===== src/common/rectifier_cfg.svh =====
// Purpose: Constants for the rectifier control and status pin logic.
// Assumes: 250 MHz system clock; 12-bit ADC codes, 3.3 V full scale.
// Notes: Times are kept in their own unit; cycle counts derive from them.
`ifndef RECTIFIER_CFG_SVH
`define RECTIFIER_CFG_SVH

// ============================================================
// Clock and timing
`define CFG_CLK_MHZ 250
`define CFG_T_START_US 5000
`define CFG_T_RAMP_US 100000
`define CFG_T_WARN_NS 500000
`define CFG_T_BLINK_US 250000
`define CFG_CNT_W 27
`define CFG_DEBOUNCE_W 4

// ============================================================
// Pin vector positions after synchronisation
`define PIN_REMOTE_N 0
`define PIN_SEAT_N 1
`define PIN_PROTOCOL 2
`define PIN_RS485 3
`define PIN_PRESENT 4
`define PIN_MUXRST_N 5
`define PIN_AC_OK 6
`define PIN_BIAS 7
`define PIN_HIGHLINE 8
`define PIN_OUT_REG 9
`define PIN_FAN_FAIL 10
`define PIN_OT_WARN 11
`define PIN_OT_SHUT 12
`define PIN_OV_SHUT 13
`define PIN_INT_FAULT 14
`define PIN_COUNT 15

// ============================================================
// Analog thresholds as ADC codes and setpoints in 10 mV units
`define CFG_TRIM_TH 12'hE8C
`define CFG_SETPOINT_DEFAULT 16'h15E0
`define CFG_SETPOINT_MIN 16'h1130
`define CFG_SETPOINT_SPAN 16'h0578
`define CFG_SLOT_TH0 12'hAAC
`define CFG_SLOT_TH1 12'h7AE
`define CFG_SLOT_TH2 12'h499
`define CFG_SHELF_TH '{12'hE79, 12'hC82, 12'hA79, 12'h851, 12'h62E, \
	12'h3FA, 12'h155}

// ============================================================
// Register byte offsets
`define REG_STATUS 4'h0
`define REG_SETPOINT 4'h4
`define REG_ADDRESS 4'h8

`endif


===== src/common/rectifier_pkg.sv =====
// Purpose: Types for the rectifier control and status pin logic.
// Assumes: rectifier_cfg.svh supplies the counter width and the reset setpoint.
// Notes: State codes are one-hot.
`include "rectifier_cfg.svh"

package rectifier_pkg;

	// ============================================================
	// Output sequencing states
	typedef enum logic [4:0]
	{
		S_OFF = 5'h01,
		S_DELAY = 5'h02,
		S_RAMP = 5'h04,
		S_ON = 5'h08,
		S_HOLD = 5'h10
	} pwr_state_t;

	// ============================================================
	// Whole state of the control block
	typedef struct packed
	{
		pwr_state_t state;
		logic [`CFG_CNT_W-1:0] cnt;
		logic [`CFG_CNT_W-1:0] blinkCnt;
		logic blink;
		logic outEn;
		logic powerGood;
		logic mainsInd;
		logic writeProt;
		logic lineRating;
		logic fault_n;
		logic muxRst;
		logic muxPinPrev;
		logic [15:0] setpoint;
		logic swOverride;
		logic [15:0] swSetpoint;
		logic [1:0] slotAddr;
		logic rackBit;
		logic ack;
		logic [31:0] rdata;
	} ctl_state_t;

	// Reset image: output off, no faults shown, factory setpoint.
	// The mux edge detector starts low, as the debounced pins do, so a
	// released reset never looks like a falling edge of the reset pin.
	localparam ctl_state_t CTL_RESET = '{state: S_OFF, fault_n: 1'b1,
		setpoint: `CFG_SETPOINT_DEFAULT, default: '0};

endpackage


===== src/core/sync_debounce.sv =====
// Purpose: Two-flop synchroniser and debouncer for a vector of pins.
// Assumes: Pins are asynchronous to clk_sys.
// Notes: A bit changes only after its synchronised level held for a
// full counter run, so short glitches never reach the control logic.
`include "rectifier_cfg.svh"

module sync_debounce #(
	parameter int WIDTH = 15
)
(
	input wire logic clk_sys,
	input wire logic arst_n,
	input wire logic [WIDTH-1:0] pinRaw,
	output logic [WIDTH-1:0] pinClean
);

	typedef struct packed
	{
		logic [WIDTH-1:0] meta;
		logic [WIDTH-1:0] sync;
		logic [WIDTH-1:0] stable;
		logic [WIDTH-1:0][`CFG_DEBOUNCE_W-1:0] cnt;
	} deb_t;

	deb_t st_r;
	deb_t st_nxt;

	// ============================================================
	// Per-bit debounce; the first flop feeds only the second.
	always_comb
	begin
		st_nxt = st_r;
		st_nxt.meta = pinRaw;
		st_nxt.sync = st_r.meta;
		for (int i = 0; i < WIDTH; i++)
		begin
			if (st_r.sync[i] == st_r.stable[i])
				st_nxt.cnt[i] = '0;
			else if (&st_r.cnt[i])
			begin
				st_nxt.stable[i] = st_r.sync[i]; // RL17
				st_nxt.cnt[i] = '0;
			end
			else
				st_nxt.cnt[i] = st_r.cnt[i] + 1'b1;
		end
	end

	// State register.
	always_ff @(posedge clk_sys or negedge arst_n)
	begin
		if (!arst_n)
			st_r <= '0;
		else
			st_r <= st_nxt;
	end

	assign pinClean = st_r.stable;

endmodule


===== src/core/rectifier_ctl.sv =====
// Purpose: Control and status pin logic of a line rectifier.
// Assumes: Pins are asynchronous; ADC codes are on clk_sys.
// Notes: Registers are reached over Avalon-MM with waitrequest.
// Contract
// [RL1] The main output is on only while remote enable is held low.
// [RL2] The main output also needs the hot-plug seat sense tied low.
// [RL3] Remote enable governs the output whatever protocol is selected.
// [RL4] After AC returns to regulation wait 5 ms before ramping.
// [RL5] The ramp takes 100 ms, except in RS485 mode.
// [RL6] Power good drops at least 0.5 ms before the output decays; on enable release the code drops both in the same cycle.
// [RL7] The mains indicator blinks when AC fails while bias is present.
// [RL8] Trim above 3.0 V or open selects 56 V; lower trims it down.
// [RL9] A software setpoint overrides trim until the controller resets.
// [RL10] Every controller restart takes the setpoint from trim again.
// [RL11] Insertion sense above 1 V turns on EEPROM write protection.
// [RL12] A low pulse on the mux reset pin resets the bus multiplexer.
// [RL13] The slot resistor decodes into two address bits.
// [RL14] The shelf voltage falls in 8 levels, reduced to one parity bit.
// [RL15] The line-rating flag is high on high line, low on low line.
// [RL16] The fault flag goes low on any replacement-worthy fault.
// [RL17] All asynchronous inputs are synchronised and debounced.
//
// Implementation choices: register access over Avalon-MM and the address map.
`include "rectifier_cfg.svh"

module rectifier_ctl #(
	parameter int START_CYCLES = `CFG_CLK_MHZ * `CFG_T_START_US,
	parameter int RAMP_CYCLES = `CFG_CLK_MHZ * `CFG_T_RAMP_US,
	parameter int WARN_CYCLES =
		(`CFG_CLK_MHZ * `CFG_T_WARN_NS + 999) / 1000,
	parameter int BLINK_CYCLES = `CFG_CLK_MHZ * `CFG_T_BLINK_US
)
(
	input wire logic clk_sys,
	input wire logic arst_n,
	input wire logic remoteOn_n,
	input wire logic hotplugSeatSense_n,
	input wire logic protocolSel,
	input wire logic rs485Mode,
	input wire logic presentAbove1V,
	input wire logic muxResetPin_n,
	input wire logic acInRegulation,
	input wire logic biasAvailable,
	input wire logic highLine,
	input wire logic outputInRegulation,
	input wire logic fanFail,
	input wire logic overTempWarn,
	input wire logic overTempShutdown,
	input wire logic overVoltShutdown,
	input wire logic internalFault,
	input wire logic [11:0] trimCode,
	input wire logic [11:0] slotCode,
	input wire logic [11:0] shelfCode,
	input wire logic [3:0] avs_address,
	input wire logic avs_read,
	input wire logic avs_write,
	input wire logic [31:0] avs_writedata,
	input wire logic [3:0] avs_byteenable,
	output logic [31:0] avs_readdata,
	output logic avs_waitrequest,
	output logic mainOutputEnable,
	output logic rampActive,
	output logic powerGood,
	output logic mainsIndicator,
	output logic writeProtect,
	output logic lineRating,
	output logic fault_n,
	output logic muxReset,
	output logic [15:0] setpointCode,
	output logic slotBitHi,
	output logic slotBitLo,
	output logic rackBit
);

	localparam logic [11:0] SHELF_TH [7] = `CFG_SHELF_TH;

	rectifier_pkg::ctl_state_t st_r;
	rectifier_pkg::ctl_state_t st_nxt;
	logic [`PIN_COUNT-1:0] pinRaw;
	logic [`PIN_COUNT-1:0] pin;
	logic runReq;
	logic acOk;
	logic access;
	logic [15:0] trimSetpoint;
	logic [31:0] trimProduct;
	logic [2:0] shelfLevel;

	// ============================================================
	// Input conditioning
	assign pinRaw = {internalFault, overVoltShutdown, overTempShutdown,
		overTempWarn, fanFail, outputInRegulation, highLine,
		biasAvailable, acInRegulation, muxResetPin_n, presentAbove1V,
		rs485Mode, protocolSel, hotplugSeatSense_n, remoteOn_n};

	sync_debounce #(
		.WIDTH(`PIN_COUNT)
	) u_debounce (
		.clk_sys(clk_sys),
		.arst_n(arst_n),
		.pinRaw(pinRaw),
		.pinClean(pin)
	);

	// Protocol selection does not gate the run request on purpose.
	assign runReq = !pin[`PIN_REMOTE_N] && !pin[`PIN_SEAT_N]; // RL1 RL2 RL3
	assign acOk = pin[`PIN_AC_OK];
	assign access = (avs_read || avs_write) && !st_r.ack;
	assign avs_waitrequest = access;

	// Trim maps linearly onto the setpoint span below the threshold.
	assign trimProduct = 32'(trimCode) * 32'(`CFG_SETPOINT_SPAN);
	assign trimSetpoint = (trimCode >= `CFG_TRIM_TH) ?
		`CFG_SETPOINT_DEFAULT :
		`CFG_SETPOINT_MIN + trimProduct[27:12]; // RL8

	// Shelf level is the count of thresholds the voltage reaches.
	always_comb
	begin
		shelfLevel = 3'h0;
		for (int i = 0; i < 7; i++)
		begin
			if (shelfCode >= SHELF_TH[i])
				shelfLevel = shelfLevel + 3'h1; // RL14
		end
	end

	// ============================================================
	// Next-state logic
	always_comb
	begin
		st_nxt = st_r;
		st_nxt.cnt = st_r.cnt + 1'b1;
		if (!runReq)
		begin
			// Releasing either pin cuts the output at once.
			st_nxt.state = rectifier_pkg::S_OFF; // RL1 RL2
			st_nxt.outEn = 1'b0;
			st_nxt.cnt = '0;
		end
		else
		begin
			case (st_r.state)
				rectifier_pkg::S_OFF:
				begin
					st_nxt.cnt = '0;
					if (acOk)
						st_nxt.state = rectifier_pkg::S_DELAY;
				end
				rectifier_pkg::S_DELAY:
				begin
					if (!acOk)
					begin
						st_nxt.state = rectifier_pkg::S_OFF;
						st_nxt.cnt = '0;
					end
					else if (st_r.cnt == `CFG_CNT_W'(START_CYCLES - 1))
					begin
						st_nxt.state = rectifier_pkg::S_RAMP; // RL4
						st_nxt.outEn = 1'b1;
						st_nxt.cnt = '0;
					end
				end
				rectifier_pkg::S_RAMP:
				begin
					if (!acOk)
					begin
						st_nxt.state = rectifier_pkg::S_HOLD;
						st_nxt.cnt = '0;
					end
					else if (st_r.cnt == `CFG_CNT_W'(RAMP_CYCLES - 1) ||
						(pin[`PIN_RS485] && pin[`PIN_OUT_REG]))
					begin
						st_nxt.state = rectifier_pkg::S_ON; // RL5
						st_nxt.cnt = '0;
					end
				end
				rectifier_pkg::S_ON:
				begin
					st_nxt.cnt = '0;
					if (!acOk)
						st_nxt.state = rectifier_pkg::S_HOLD;
				end
				rectifier_pkg::S_HOLD:
				begin
					// Output rides through while power good is already low.
					if (acOk)
					begin
						st_nxt.state = rectifier_pkg::S_ON;
						st_nxt.cnt = '0;
					end
					else if (st_r.cnt == `CFG_CNT_W'(WARN_CYCLES - 1))
					begin
						st_nxt.state = rectifier_pkg::S_OFF; // RL6
						st_nxt.outEn = 1'b0;
						st_nxt.cnt = '0;
					end
				end
				default:
				begin
					st_nxt.state = rectifier_pkg::S_OFF;
					st_nxt.outEn = 1'b0;
					st_nxt.cnt = '0;
				end
			endcase
		end
		st_nxt.powerGood = (st_nxt.state == rectifier_pkg::S_ON) &&
			pin[`PIN_OUT_REG] && acOk; // RL6

		// Indicator is steady on good AC, blinks on bias alone.
		if (!acOk && pin[`PIN_BIAS])
		begin
			st_nxt.blinkCnt = st_r.blinkCnt + 1'b1;
			if (st_r.blinkCnt == `CFG_CNT_W'(BLINK_CYCLES - 1))
			begin
				st_nxt.blinkCnt = '0;
				st_nxt.blink = !st_r.blink; // RL7
			end
		end
		else
		begin
			st_nxt.blinkCnt = '0;
			st_nxt.blink = 1'b0;
		end
		st_nxt.mainsInd = acOk || (pin[`PIN_BIAS] && st_nxt.blink); // RL7

		// Status pins follow the conditioned inputs.
		st_nxt.writeProt = pin[`PIN_PRESENT]; // RL11
		st_nxt.lineRating = pin[`PIN_HIGHLINE]; // RL15
		st_nxt.fault_n = !(pin[`PIN_FAN_FAIL] || pin[`PIN_OT_WARN] ||
			pin[`PIN_OT_SHUT] || pin[`PIN_OV_SHUT] ||
			pin[`PIN_INT_FAULT]); // RL16
		st_nxt.muxPinPrev = pin[`PIN_MUXRST_N];
		st_nxt.muxRst = st_r.muxPinPrev && !pin[`PIN_MUXRST_N]; // RL12

		// Address decode from the slot resistor and shelf voltage.
		if (slotCode >= `CFG_SLOT_TH0)
			st_nxt.slotAddr = 2'h0; // RL13
		else if (slotCode >= `CFG_SLOT_TH1)
			st_nxt.slotAddr = 2'h1;
		else if (slotCode >= `CFG_SLOT_TH2)
			st_nxt.slotAddr = 2'h2;
		else
			st_nxt.slotAddr = 2'h3;
		st_nxt.rackBit = !shelfLevel[0]; // RL14

		// Bus slave: one wait cycle, write lands on the release edge.
		st_nxt.ack = access;
		if (access)
		begin
			case (avs_address)
				`REG_STATUS:
					st_nxt.rdata = {18'h0, st_r.state, pin[`PIN_RS485],
						pin[`PIN_PROTOCOL], st_r.swOverride, !st_r.fault_n,
						st_r.lineRating, st_r.writeProt, st_r.mainsInd,
						st_r.powerGood, st_r.outEn};
				`REG_SETPOINT:
					st_nxt.rdata = {16'h0, st_r.setpoint};
				`REG_ADDRESS:
					st_nxt.rdata = {29'h0, st_r.rackBit, st_r.slotAddr};
				default:
					st_nxt.rdata = 32'h0;
			endcase
		end
		if (avs_write && st_r.ack && avs_address == `REG_SETPOINT &&
			|avs_byteenable[1:0])
		begin
			st_nxt.swOverride = 1'b1; // RL9
			if (avs_byteenable[0])
				st_nxt.swSetpoint[7:0] = avs_writedata[7:0];
			if (avs_byteenable[1])
				st_nxt.swSetpoint[15:8] = avs_writedata[15:8];
		end
		st_nxt.setpoint = st_r.swOverride ? st_r.swSetpoint :
			trimSetpoint; // RL9
	end

	// ============================================================
	// State register; reset is the controller restart.
	always_ff @(posedge clk_sys or negedge arst_n)
	begin
		if (!arst_n)
			st_r <= rectifier_pkg::CTL_RESET; // RL10
		else
			st_r <= st_nxt;
	end

	// Outputs straight from the state register.
	assign mainOutputEnable = st_r.outEn;
	assign rampActive = st_r.state == rectifier_pkg::S_RAMP;
	assign powerGood = st_r.powerGood;
	assign mainsIndicator = st_r.mainsInd;
	assign writeProtect = st_r.writeProt;
	assign lineRating = st_r.lineRating;
	assign fault_n = st_r.fault_n;
	assign muxReset = st_r.muxRst;
	assign setpointCode = st_r.setpoint;
	assign slotBitHi = st_r.slotAddr[1];
	assign slotBitLo = st_r.slotAddr[0];
	assign rackBit = st_r.rackBit;
	assign avs_readdata = st_r.rdata;
endmodule


===== config.mk =====
export PLATFORM = sky130hd
export DESIGN_NAME = rectifier_ctl
export DESIGN_NICKNAME = d
export VERILOG_FILES = /design/src/common/rectifier_pkg.sv /design/src/core/sync_debounce.sv /design/src/core/rectifier_ctl.sv
export VERILOG_INCLUDE_DIRS = /design/src /design/src/common
export SDC_FILE = /design/constraint.sdc
export NUM_CORES = 1
export LEC_CHECK = 0
export BUFFER_PORTS_ARGS = -buffer_cell sky130_fd_sc_hd__buf_2
export CAP_MARGIN = 40
export CORE_MARGIN = 2
export CORE_UTILIZATION = 59
export CTS_CLUSTER_DIAMETER = 80
export CTS_CLUSTER_SIZE = 8
export DETAILED_ROUTE_END_ITERATION = 6
export GPL_TIMING_DRIVEN = 0
export PLACE_DENSITY_LB_ADDON = 0.08
export SYNTH_ARGS = -nofsm -noshare
export SYNTH_HDL_FRONTEND = slang
export SYNTH_SLANG_ARGS = --single-unit

===== constraint.sdc =====
create_clock -name clk_sys -period 2.8 [get_ports clk_sys]
set_input_delay 0.28 -clock clk_sys [delete_from_list [all_inputs] [get_ports clk_sys]]
set_output_delay 0.28 -clock clk_sys [all_outputs]
set_load 0.01 [all_outputs]

==> impl_metrics.json <==
{
  "outcome": "complete, but fails checks",
  "violations": "setup timing",
  "fin_setup_tns_ns": -8.74,
  "ioPinCount": 155,
  "seqPwrFrac_pct": 29.5,
  "cp.required_ns": 3.16,
  "synth_edf_count": 0,
  "drv_cap": 0,
  "fp.dieH_um": 149,
  "crit_type": "primary input to flop",
  "start_util_pct": 59.6,
  "intPower_uw": 8060,
  "finalCriticalPeriod_ns": 3.84,
  "grt_setup_unrepaired": "true",
  "worstPathArrival_ns": 4.20,
  "clk_latency_ns": 0.50,
  "grt_pass1_vias": 9303,
  "fp-row-count": 53,
  "clkTransAtPathRegs_ns": 0.05,
  "postSynthAreaPerCell_um2": 10.6,
  "leakage_uw": 0.00716,
  "synth_cell_types": 73,
  "finalSetupViolations": 12,
  "ys_seq_elements": 226,
  "place_area_um2": 13800,
  "antenna_found_initial": 0,
  "drt-wirelength-per-cell_um": 16.2,
  "fin_cells": 1684,
  "power.switching_uw": 3980,
  "viasPerCell": 5.52,
  "cts_inserted_buffers": 34,
  "worst_slew_pin_slew_ns": 0.893,
  "htreeDepth": 2,
  "drtAntennaViolNets": 0,
  "place_hpwl_um": 18600,
  "clock_skew_ns": 0.0125,
  "vias": 9289,
  "gp_congestion": 0.851,
  "yosysSeqAreaShare_pct": 45.6,
  "grtUsageTotal_pct": 24.8,
  "core_um2": 20800,
  "drc": 0,
  "dp_cells": 1584,
  "clock_sinks": 226,
  "clockPowerShare_pct": 30.3,
  "power_density_nw_per_um2": 771,
  "yosysMostFrequentCell": "dfrtp_1",
  "hold_violations": 0,
  "grt_max_degree": 93,
  "grt_remaining_overflow": 0,
  "die_area_um2": 22200,
  "setup_slack_ns": -1.04,
  "ir_drop_v": 0.000967,
  "die_w_um": 149,
  "wirelength_um": 27300,
  "yosys_warnings": 0,
  "finalCritPeriodShare_pct": 137,
  "switching_share_pct": 33.1,
  "port_buffers": 119,
  "finalNetCount": 1599,
  "finalInstanceArea_um2": 15600,
  "yosys.area.top_type": "dfrtp_1",
  "syn_inst": 1172,
  "fmax_ghz": 0.261,
  "drive_above_1_share_pct": 25.6,
  "cts.path.max_buffers": 3,
  "final_core_util_pct": 75.0,
  "drt-initial-drc-count": 354,
  "grt_pass1_wl_um": 44600,
  "cts_tree": "yes",
  "firstDrtPassIters": 5,
  "antenna_cells": 0,
  "ys_top_cells_by_count": "dfrtp_1, nor2_1, inv_1",
  "start_kind": "primary input",
  "hold_class": "primary input to flop",
  "fin_hold_ws_ns": 0.00613,
  "synth_ff_type": "dfrtp_1",
  "pwr-share-comb_pct": 40.2,
  "synth_area_leaders": "dfrtp_1, ha_1, fa_1",
  "relSlewSlack_pct": 40.5,
  "num-fill-cells": 1480,
  "cts-root-buf": "clkbuf_16",
  "critPathCaptureType": "flop",
  "syn_area_um2": 12400,
  "drv_slew": 0,
  "async_flop_share_pct": 100,
  "area_delta_synth_final_pct": 25.7,
  "synth_top_area_share_pct": 43.9,
  "crit_fanout": 5
}
-- registers in the layout (all words and copies together) (netlist names) --
name                 cells
u_debounce.pinClean     15
slotBitHi                1
lineRating               1
setpointCode            16
writeProtect             1
u_debounce.st_nxt       15
rackBit                  1
st_r                    79
mainsIndicator           1
avs_readdata            16
slotBitLo                1
powerGood                1
muxReset                 1
u_debounce.st_r         75
fault_n                  1
mainOutputEnable         1
-- cells by family after synthesis --
| group | synth area share [%] |
|---|---|
| buffers and inverters | 6.46 |
| xor gates and xnor gates | 6.21 |
| DFF | 45.6 |
| and+or+nand+nor | 15.0 |
| AOI/OAI and AO/OA | 10.1 |
| muxes | 3.23 |
| other | 0.0302 |
| adders and majority gates | 13.4 |
-- worst max-delay path: stages --
cell and delay, ns:
buf_12 0.10, inv_4 0.03, ha_4 0.26, inv_2 0.04
fa_2 0.46, fa_1 0.51, inv_2 0.04, fa_2 0.55
inv_2 0.06, ha_4 0.16, a21o_1 0.20, a21o_1 0.21
a22oi_2 0.30, nand3_4 0.18, a211o_1 0.34, o2111ai_4 0.15
and3_4 0.24, o31ai_4 0.07
-- power groups by stage --
stage                     Clock [uW]  Combinational [uW]  Sequential, uW
after floorplan                    0                2560            3570
after global placement             0                3190            3590
after detailed placement           0                3260            3600
after CTS                       3710                4160            3550
after global routing            3850                5210            3570
final                           3650                4840            3560
-- layout by cell type, fill, tap and decap left out, types with 35 or more instances in the layout --
cell / n
inv_1: 80
nor2_1: 100
buf_4: 74
buf_2: 109
dfrtp_1: 218
xnor2_1: 55
clkbuf_16: 35
a21oi_1: 47
ha_1: 55
nand2_1: 55
-- routing by layer --
metal  up-vias  part of all wire, %  global-route usage [%]
met5         -                    0                       0
met4         0                  2.9                    7.62
met3        66                  4.8                    3.91
met2       239                   48                    40.6
met1      4513                   44                    34.5
li1       4471                    -                       -
-- timing repair --
item,in CTS,in global routing
buffers inserted,18,12
cloned,0,0
hold buffers,20,0
pin swaps,37,37
endpoints found under the hold margin,106,0
gates resized for setup,63,28
endpoints found under the setup margin,32,34
-- stage by stage --
stage | total power, uW | setup WS (ns)
after CTS | 11400 | -0.985
after global routing | 12600 | -1.14
after floorplan | 6120 | -1.12
after detailed placement | 6860 | -1.82
after global placement | 6790 | -2.38
final | 12000 | -1.04
-- path summary, 6_finish.rpt --
kind	cells past startpoint	slack, ns	from	end
max in group asynchronous	3	1.58	arst_n	setpointCode[5]$_DFF_PN1_
min in group asynchronous	2	0.40	arst_n	u_debounce.st_r[58]$_DFF_PN0_
max reg2reg	8	0.21	st_r[118]$_DFF_PN0_	mainOutputEnable$_DFFE_PN0P_
min reg2reg	0	0.34	u_debounce.st_nxt[87]$_DFF_PN0_	u_debounce.st_r[87]$_DFF_PN0_
min	2	0.006	avs_writedata[3]	st_r[39]$_DFFE_PN0P_
max	18	-1.04	trimCode[8]	setpointCode[9]$_DFF_PN0_
-- area by class of cell --
cell class | instances | area, um^2 | share of cell area (%)
timing repair buffer | 171 | 1210 | 7.78
multi-input combinational | 796 | 6620 | 42.4
tap | 275 | 344 | 2.20
sequential | 226 | 5670 | 36.3
inverter | 96 | 370 | 2.37
clock buffer | 50 | 932 | 5.97
clock inverter | 2 | 17.5 | 0.112
buffer | 68 | 442 | 2.83
Note: power is estimated with default switching activity, not from simulation.
